File: config.mk
export PLATFORM = sky130hd
export DESIGN_NAME = ifrz_core
export DESIGN_NICKNAME = d
export VERILOG_FILES = /design/src/verilog/ifrz_pkg.sv /design/src/verilog/ifrz_core.sv
export SDC_FILE = /design/constraint.sdc
export NUM_CORES = 1
export LEC_CHECK = 0
export BUFFER_PORTS_ARGS = -buffer_cell sky130_fd_sc_hd__buf_2
export CAP_MARGIN = 20
export CORE_MARGIN = 3
export CORE_UTILIZATION = 30
export DETAILED_ROUTE_END_ITERATION = 10
export PLACE_DENSITY = 0.57
export SYNTH_ARGS = -nofsm -noshare
export SYNTH_HDL_FRONTEND = slang
export SYNTH_SLANG_ARGS = --single-unit
File: constraint.sdc
create_clock -name clk -period 9.1 [get_ports clk]
set_input_delay 1.82 -clock clk [delete_from_list [all_inputs] [get_ports clk]]
set_output_delay 1.82 -clock clk [all_outputs]
set_load 0.005 [all_outputs]
File: src/verilog/ifrz_pkg.sv
// Constants and types for the instruction freeze timing block
package ifrz_pkg;
	localparam int unsigned CNT_W   = 6;
	localparam int unsigned ACK_W   = 5;
	localparam int unsigned REG_W   = 5;
	localparam int unsigned SPACE_W = 4;
	localparam int unsigned LINE_W  = 4;

	// Fixed stall clocks
	localparam logic [CNT_W-1:0] NO_CLKS       = 6'h00;
	localparam logic [CNT_W-1:0] ONE_CLK       = 6'h01;
	localparam logic [CNT_W-1:0] TLB_BASE_CLKS = 6'h05;
	localparam logic [CNT_W-1:0] SFP_CLKS      = 6'h02;
	localparam logic [CNT_W-1:0] SFP_DD_CLKS   = 6'h03;
	localparam logic [CNT_W-1:0] SFP_EXTRA     = 6'h01;
	localparam logic [CNT_W-1:0] DC_MISS_CLKS  = 6'h02;
	localparam logic [CNT_W-1:0] DC_HIT_CLKS   = 6'h01;

	// Acknowledgement counts on the bus
	localparam logic [ACK_W-1:0] NO_ACKS        = 5'h00;
	localparam logic [ACK_W-1:0] FIRST_ACK      = 5'h01;
	localparam logic [ACK_W-1:0] TLB_READ_ACKS  = 5'h02;
	localparam logic [ACK_W-1:0] WR_SMALL_ACKS  = 5'h01;
	localparam logic [ACK_W-1:0] WR_WIDE_ACKS   = 5'h02;

	localparam logic [SPACE_W-1:0] SPACE_ZERO   = 4'h0;
	localparam logic [SPACE_W-1:0] SPACE_ONE    = 4'h1;
	localparam logic [SPACE_W-1:0] SPACE_MAX    = 4'hf;

	localparam logic [REG_W-1:0] ZERO_FP_REGISTER = 5'h00;

	typedef enum logic [1:0] {IFRZ_IDLE, IFRZ_FIXED, IFRZ_BUS} ifrz_state_t;
endpackage

File: src/verilog/ifrz_core.sv
// Instruction freeze and stall timing for the issue stage
`timescale 1ns/1ns
`default_nettype none
module ifrz_core
(
	input  wire logic                          clk,
	input  wire logic                          resetn,
	input  wire logic                          issue_valid,
	input  wire logic                          dual_mode,
	input  wire logic                          variant_first,
	input  wire logic                          dep_start,
	input  wire logic                          dep_valid,
	input  wire logic [ifrz_pkg::SPACE_W-1:0]  dep_min,
	input  wire logic                          sfp_start,
	input  wire logic                          sfp_recip,
	input  wire logic                          sfp_dd,
	input  wire logic [ifrz_pkg::REG_W-1:0]    sfp_dest_reg,
	input  wire logic                          sfp_dest_dbl,
	input  wire logic                          fp_use,
	input  wire logic [ifrz_pkg::REG_W-1:0]    fp_src_reg,
	input  wire logic                          fp_src_dbl,
	input  wire logic                          fp_pipelined,
	input  wire logic [ifrz_pkg::REG_W-1:0]    fp_dest_reg,
	input  wire logic                          tlb_miss,
	input  wire logic [1:0]                    abit_acks,
	input  wire logic                          icache_miss,
	input  wire logic                          line_has_freeze,
	input  wire logic [ifrz_pkg::LINE_W-1:0]   line_acks,
	input  wire logic                          dcache_busy,
	input  wire logic                          dcache_miss,
	input  wire logic                          write_stall,
	input  wire logic                          write_wide,
	input  wire logic                          path_full,
	input  wire logic                          bus_addr_repeat,
	input  wire logic                          address_strobe_n,
	input  wire logic                          burst_ack_n,
	output logic                               issue_hold,
	output logic                               instr_done
);

////////////////////////////////////////////////////////////////////////////////
// Pin synchronisers

logic as_m;
logic as_s;
logic ack_m;
logic ack_s;
logic rep_d1;
logic rep_d2;
logic strobe;
logic ack;

always_ff @(posedge clk)
begin
	if (!resetn)
	begin
		as_m   <= 1'b1;
		as_s   <= 1'b1;
		ack_m  <= 1'b1;
		ack_s  <= 1'b1;
		rep_d1 <= 1'b0;
		rep_d2 <= 1'b0;
	end
	else
	begin
		as_m   <= address_strobe_n;
		as_s   <= as_m;
		ack_m  <= burst_ack_n;
		ack_s  <= ack_m;
		// Keeps the repeat flag aligned with the synchronised strobe
		rep_d1 <= bus_addr_repeat;
		rep_d2 <= rep_d1;
	end
end

assign strobe = !as_s;
assign ack    = !ack_s;

////////////////////////////////////////////////////////////////////////////////
// Spacing between dependent instructions

logic [ifrz_pkg::SPACE_W-1:0] elapsed;
logic [ifrz_pkg::SPACE_W-1:0] next_elapsed;
logic [ifrz_pkg::CNT_W-1:0]   space_stall;

always_comb
begin
	next_elapsed = elapsed;
	if (dep_start)
		next_elapsed = ifrz_pkg::SPACE_ZERO;
	else if (elapsed != ifrz_pkg::SPACE_MAX)
		next_elapsed = elapsed + ifrz_pkg::SPACE_ONE;
	space_stall = ifrz_pkg::NO_CLKS;
	if (dep_valid && dep_min > elapsed)
		space_stall = {2'h0, dep_min - elapsed};
end

always_ff @(posedge clk)
begin
	if (!resetn)
		elapsed <= ifrz_pkg::SPACE_MAX;
	else
		elapsed <= next_elapsed;
end

////////////////////////////////////////////////////////////////////////////////
// Scalar floating-point operation in progress

logic [ifrz_pkg::CNT_W-1:0] sfp_left;
logic [ifrz_pkg::CNT_W-1:0] next_sfp_left;
logic [ifrz_pkg::REG_W-1:0] sfp_reg;
logic [ifrz_pkg::REG_W-1:0] next_sfp_reg;
logic                       sfp_dbl;
logic                       next_sfp_dbl;
logic                       fp_extra;
logic [ifrz_pkg::CNT_W-1:0] fp_wait;

always_comb
begin
	next_sfp_left = sfp_left;
	next_sfp_reg  = sfp_reg;
	next_sfp_dbl  = sfp_dbl;
	if (sfp_start && !sfp_recip)
	begin
		next_sfp_left = sfp_dd ? ifrz_pkg::SFP_DD_CLKS : ifrz_pkg::SFP_CLKS;
		next_sfp_reg  = sfp_dest_reg;
		next_sfp_dbl  = sfp_dest_dbl;
	end
	else if (sfp_left != ifrz_pkg::NO_CLKS)
		next_sfp_left = sfp_left - ifrz_pkg::ONE_CLK;
	// Either situation adds the same single clock
	fp_extra = ((sfp_reg == fp_src_reg) && (sfp_dbl != fp_src_dbl))
		|| (fp_pipelined && (fp_dest_reg != ifrz_pkg::ZERO_FP_REGISTER));
	fp_wait = ifrz_pkg::NO_CLKS;
	if (fp_use && sfp_left != ifrz_pkg::NO_CLKS)
		fp_wait = sfp_left + (fp_extra ? ifrz_pkg::SFP_EXTRA : ifrz_pkg::NO_CLKS);
end

always_ff @(posedge clk)
begin
	if (!resetn)
	begin
		sfp_left <= ifrz_pkg::NO_CLKS;
		sfp_reg  <= ifrz_pkg::ZERO_FP_REGISTER;
		sfp_dbl  <= 1'b0;
	end
	else
	begin
		sfp_left <= next_sfp_left;
		sfp_reg  <= next_sfp_reg;
		sfp_dbl  <= next_sfp_dbl;
	end
end

////////////////////////////////////////////////////////////////////////////////
// Freeze sequencer

ifrz_pkg::ifrz_state_t state;
ifrz_pkg::ifrz_state_t next_state;
logic [ifrz_pkg::CNT_W-1:0] fix_cnt;
logic [ifrz_pkg::CNT_W-1:0] next_fix_cnt;
logic [ifrz_pkg::ACK_W-1:0] ack_need;
logic [ifrz_pkg::ACK_W-1:0] next_ack_need;
logic                       rn_wait;
logic                       next_rn_wait;
logic                       seen;
logic                       next_seen;
logic                       next_issue_hold;
logic                       next_instr_done;
logic [ifrz_pkg::CNT_W-1:0] slot_total;
logic [ifrz_pkg::CNT_W-1:0] dc_clks;
logic [ifrz_pkg::CNT_W-1:0] fix_total;
logic [ifrz_pkg::ACK_W-1:0] need_total;
logic                       rn_req;

always_comb
begin
	// Pair takes the slower slot; one instruction sums its causes
	if (dual_mode)
		slot_total = (space_stall > fp_wait) ? space_stall : fp_wait;
	else
		slot_total = space_stall + fp_wait;
	dc_clks = ifrz_pkg::NO_CLKS;
	if (icache_miss && dcache_busy)
		dc_clks = dcache_miss ? ifrz_pkg::DC_MISS_CLKS : ifrz_pkg::DC_HIT_CLKS;
	fix_total = slot_total + dc_clks + (tlb_miss ? ifrz_pkg::TLB_BASE_CLKS : ifrz_pkg::NO_CLKS);
	need_total = ifrz_pkg::NO_ACKS;
	if (icache_miss)
		need_total = (variant_first && line_has_freeze) ? {1'b0, line_acks} : ifrz_pkg::FIRST_ACK;
	if (tlb_miss)
		need_total = need_total + ifrz_pkg::TLB_READ_ACKS + {3'h0, abit_acks};
	if (write_stall)
		need_total = need_total + (write_wide ? ifrz_pkg::WR_WIDE_ACKS : ifrz_pkg::WR_SMALL_ACKS);
	if (path_full && !variant_first)
		need_total = need_total + ifrz_pkg::FIRST_ACK;
	rn_req = path_full && variant_first;

	next_state      = state;
	next_fix_cnt    = fix_cnt;
	next_ack_need   = ack_need;
	next_rn_wait    = rn_wait;
	next_seen       = seen;
	next_instr_done = 1'b0;
	unique case (state)
		ifrz_pkg::IFRZ_IDLE:
		begin
			if (issue_valid)
			begin
				next_fix_cnt  = fix_total;
				next_ack_need = need_total;
				next_rn_wait  = rn_req;
				next_seen     = 1'b0;
				if (fix_total != ifrz_pkg::NO_CLKS)
					next_state = ifrz_pkg::IFRZ_FIXED;
				else if (need_total != ifrz_pkg::NO_ACKS || rn_req)
					next_state = ifrz_pkg::IFRZ_BUS;
				else
					next_instr_done = 1'b1;
			end
		end
		ifrz_pkg::IFRZ_FIXED:
		begin
			next_fix_cnt = fix_cnt - ifrz_pkg::ONE_CLK;
			if (fix_cnt == ifrz_pkg::ONE_CLK)
			begin
				if (ack_need != ifrz_pkg::NO_ACKS || rn_wait)
					next_state = ifrz_pkg::IFRZ_BUS;
				else
				begin
					next_state      = ifrz_pkg::IFRZ_IDLE;
					next_instr_done = 1'b1;
				end
			end
		end
		ifrz_pkg::IFRZ_BUS:
		begin
			if (strobe)
				next_seen = 1'b1;
			if (rn_wait && strobe && !rep_d2)
				next_rn_wait = 1'b0;
			if (ack_need != ifrz_pkg::NO_ACKS && (seen || strobe) && ack)
				next_ack_need = ack_need - ifrz_pkg::FIRST_ACK;
			if (!next_rn_wait && next_ack_need == ifrz_pkg::NO_ACKS)
			begin
				next_state      = ifrz_pkg::IFRZ_IDLE;
				next_instr_done = 1'b1;
			end
		end
	endcase
	next_issue_hold = (next_state != ifrz_pkg::IFRZ_IDLE);
end

always_ff @(posedge clk)
begin
	if (!resetn)
	begin
		state      <= ifrz_pkg::IFRZ_IDLE;
		fix_cnt    <= ifrz_pkg::NO_CLKS;
		ack_need   <= ifrz_pkg::NO_ACKS;
		rn_wait    <= 1'b0;
		seen       <= 1'b0;
		issue_hold <= 1'b0;
		instr_done <= 1'b0;
	end
	else
	begin
		state      <= next_state;
		fix_cnt    <= next_fix_cnt;
		ack_need   <= next_ack_need;
		rn_wait    <= next_rn_wait;
		seen       <= next_seen;
		issue_hold <= next_issue_hold;
		instr_done <= next_instr_done;
	end
end

logic accept;
assign accept = (state == ifrz_pkg::IFRZ_IDLE) && issue_valid;
endmodule
`default_nettype wire

==> results.sh <==
export IMPL_cts_max_path_buffers=2
export IMPL_placement_rows=38
export IMPL_run_status="finished, final reports clean"
export IMPL_synthesis_yosys_warnings=0
export IMPL_num_vias=3318
export IMPL_timing_final_setup_violations=0
export IMPL_final_hold_viol_count=0
export IMPL_die_height_um=114
export IMPL_placeableCoreArea_sq_um=11200
export IMPL_die_area_sq_um=13100
export IMPL_post_synth_cell_area_avg_sq_um=7.78
export IMPL_routed_wl_um=8560
export IMPL_top_regs="fix_cnt: 6 flops, sfp_left: 6 flops"
export IMPL_total_leakage_power_uw=0.00171
export IMPL_initial_antenna_violation_count=0
export IMPL_finalClockSkew_ns=0.00578
export IMPL_min_period_ns=7.11
export IMPL_globalRouteMet1Util_pct=17.1
export IMPL_gr_usage_met3_pct=2.33
export IMPL_worst_setup_path_start_kind="input port"
export IMPL_drive_above_1_share_pct=15.4
export IMPL_grt_max_degree=25
export IMPL_post_cts_repair_setup_buffers=0
export IMPL_multi_input_area_sq_um=2530
export IMPL_total_negative_setup_slacks_ns=0
export IMPL_synth_top_cells_by_count="sky130_fd_sc_hd__nand2_1 (46), sky130_fd_sc_hd__inv_1 (40), sky130_fd_sc_hd__dfxtp_1 (39)"
export IMPL_register_area_sq_um=781
export IMPL_min_path_type="flop to flop"
export IMPL_timing_worst_setup_path_type="input port to flop"
export IMPL_global_route_usage_met2_pct=23.1
export IMPL_clkSlewWorstSetupHoldPaths_ns=0.06
export IMPL_drt_antenna_violating_nets=0
export IMPL_worst_path_maximum_fanout=6
export IMPL_max_vdd_ir_drop_uv=138
export IMPL_cts_max_level=2
export IMPL_filler_cell_count=1181
export IMPL_register_area_share_after_synthesis_pct=22.2
export IMPL_grt_first_pass_wirelength_um=14600
export IMPL_nets=587
export IMPL_finalCritPeriodShare_pct=78.1
export IMPL_synth_edff_count=0
export IMPL_timing_fmax_mhz=141
export IMPL_gp_congestion=0.823
export IMPL_worst_relative_slew_slack_pct=55.9
export IMPL_dominantRegCellSynth="sky130_fd_sc_hd__dfxtp_1"
export IMPL_netlist_area_sq_um=3520
export IMPL_syn_inst=453
export IMPL_worst_skew_pair_late_latency_ns=0.29
export IMPL_drt_vias_per_instance=5.19
export IMPL_total_congestion_overflow_after_global_routing=0
export IMPL_cells_along_the_critical_path="buf_2 > or4_1 > o21ai_0 > o31ai_1 > ha_1 > ha_1 > xor2_1 > and2_1 > inv_1 > ha_1 > o21ai_0 > a221oi_1 > nand2_1 > o211ai_1 > o21ai_0 > fa_1 > fa_1 > xor2_1 > nand3_1 > a2111oi_0 > mux2i_1 > a32o_1 > or2_1"
export IMPL_area_growth_synth_to_final_pct=16.0
export IMPL_synth_async_reset_ratio_pct=0
export IMPL_timing_max_transition_violations_final=0
export IMPL_post_synth_top_area_fraction_pct=22.2
export IMPL_clock_tree_root_cell="sky130_fd_sc_hd__clkbuf_16"
export IMPL_synth_most_common_cell="sky130_fd_sc_hd__nand2_1"
export IMPL_grt_pass1_vias=3212
export IMPL_grt_busiest_layer="met2"
export IMPL_yosys_area_top_type="sky130_fd_sc_hd__dfxtp_1"
export IMPL_detail_route_first_pass_iterations=4
export IMPL_initial_core_util_pct=31.5
export IMPL_critPathMaxStageDelay_ns=0.49
export IMPL_power_density_nw_per_um2=249
export IMPL_drc=0
export IMPL_cts_tree="done"
export IMPL_ys_seq_elements=39
export IMPL_final_util_pct=36.6
export IMPL_synth_cell_types=73
export IMPL_dp_final_hpwl_um=6800
export IMPL_grt_util_all_layers_pct=13.4
export IMPL_cts_num_sinks=39
export IMPL_grt_setup_unrepaired="false"
export IMPL_tightest_slew_ns=0.660
export IMPL_drt_wirelength_per_cell_um=13.4
export IMPL_mappedNetlistNets=542
export IMPL_detailedRoute_firstIterationViolations=146
export IMPL_ctsHoldBuffers=0
export IMPL_cts_inserted_buffers=5
export IMPL_finalNonFillerCells=639
export IMPL_dieWidth_um=114
export IMPL_worstSetupEndpointType="flop"
export IMPL_max_cap_viol_count=0
export IMPL_io_pins=52
export IMPL_antenna_diode_count=0
export IMPL_data_required_time_at_the_worst_endpoint_ns=9.27
export IMPL_place_detailed_instances=631
export IMPL_port_buffers=51
export IMPL_post_cts_resized=0
export IMPL_worstPathArrival_ns=7.28
export IMPL_cpMaxStageDelayCell="sky130_fd_sc_hd__or4_1"
export IMPL_netlist_top_cells_area="sky130_fd_sc_hd__dfxtp_1 (22%), sky130_fd_sc_hd__ha_1 (12%), sky130_fd_sc_hd__nand2_1 (4.9%), sky130_fd_sc_hd__xnor2_1 (4.7%), sky130_fd_sc_hd__a21oi_1 (4.4%)"
==> worst max-delay path: cells and delay by family <==
kind | cells | cell delay, ns
buffers and inverters | 2 | 0.14
and+or+nand+nor | 5 | 1.21
xor gates and xnor gates | 2 | 0.34
adders and majority gates | 5 | 1.65
muxes | 1 | 0.19
AOI/OAI and AO/OA | 8 | 1.93
==> layer usage <==
layer,vias to the layer above,share of wire [%]
met5,-,0
met4,0,1.3
met3,11,4.0
met2,65,47
met1,1536,47
li1,1706,-
==> area by class of cell <==
class / count / area share [%]
Sequential cell: 39 / 19.1
Inverter: 41 / 3.77
Tap cell: 140 / 4.29
Multi-Input combinational cell: 360 / 61.9
Timing Repair Buffer: 51 / 6.25
Clock inverter: 3 / 1.65
Clock buffer: 5 / 3.06
==> final timing paths <==
kind	cells after the start	slack, ns	start	end
max	23	1.99	fp_dest_reg[0]	issue_hold$_SDFF_PN0_
min	1	0.40	as_m$_SDFF_PN1_	as_s$_SDFF_PN1_
max reg2reg	20	3.34	sfp_left[1]$_SDFFE_PN0P_	issue_hold$_SDFF_PN0_
min reg2reg	1	0.40	as_m$_SDFF_PN1_	as_s$_SDFF_PN1_
==> kinds of logic after synthesis <==
logic type	after synthesis	share of synthesized area, %
AND/OR/NAND/NOR	175	26.4
AO/OA/AOI/OAI	111	20.8
buffers and inverters	54	6.07
adder cells (fa/ha/maj)	39	15.1
flip-flops	39	22.2
XOR/XNOR	25	6.21
multiplexers	10	3.16
==> power breakdown <==
part | switching [uW] | total, uW | internal [uW]
Sequential | 47.9 | 257 | 210
Clock | 72.4 | 229 | 157
Combinational | 304 | 529 | 226
Total | 424 | 1020 | 592
==> per-stage QoR <==
step | cell area, sq um | hold WS (ns) | setup WS (ns) | power, uW
6_report | 4090 | 0.404 | 1.99 | 1020
5_1_grt | 4090 | 0.426 | 1.50 | 1110
4_1_cts | 4090 | 0.410 | 1.97 | 1020
3_5_place_dp | 3890 | 0.397 | 1.65 | 784
3_3_place_gp | 3890 | 0.389 | 1.87 | 770
2_1_floorplan | 3520 | 0.386 | 2.35 | 666
==> layout by cell type, fill, tap and decap left out, types with 2 or more instances in the layout <==
cell type,n
sky130_fd_sc_hd__buf_2,51
sky130_fd_sc_hd__nand2_1,46
sky130_fd_sc_hd__inv_1,40
sky130_fd_sc_hd__dfxtp_1,39
sky130_fd_sc_hd__ha_1,33
sky130_fd_sc_hd__a21oi_1,31
sky130_fd_sc_hd__o21ai_0,29
sky130_fd_sc_hd__nor2_1,25
sky130_fd_sc_hd__xnor2_1,19
sky130_fd_sc_hd__nor3_1,18
sky130_fd_sc_hd__nand3_1,14
sky130_fd_sc_hd__nand2b_1,13
sky130_fd_sc_hd__nor2b_1,10
sky130_fd_sc_hd__and2_1,9
sky130_fd_sc_hd__nand4_1,7
sky130_fd_sc_hd__nand3b_1,6
sky130_fd_sc_hd__xor2_1,6
sky130_fd_sc_hd__mux2i_1,6
sky130_fd_sc_hd__fa_1,6
sky130_fd_sc_hd__or3_1,5
sky130_fd_sc_hd__o22ai_1,5
sky130_fd_sc_hd__clkbuf_16,5
sky130_fd_sc_hd__a21o_1,4
sky130_fd_sc_hd__o21a_1,3
sky130_fd_sc_hd__a211oi_1,3
sky130_fd_sc_hd__o211ai_1,3
sky130_fd_sc_hd__and3_1,3
sky130_fd_sc_hd__nor4_1,3
sky130_fd_sc_hd__a31oi_1,2
sky130_fd_sc_hd__mux2_2,2
sky130_fd_sc_hd__a211oi_2,2
sky130_fd_sc_hd__o31ai_1,2
sky130_fd_sc_hd__o21bai_1,2
sky130_fd_sc_hd__o32ai_1,2
sky130_fd_sc_hd__o311ai_0,2
sky130_fd_sc_hd__o31a_1,2
sky130_fd_sc_hd__a22oi_1,2
sky130_fd_sc_hd__o221a_2,2
sky130_fd_sc_hd__bufinv_16,2
No activity file was read; power rests on OpenSTA's default activity.
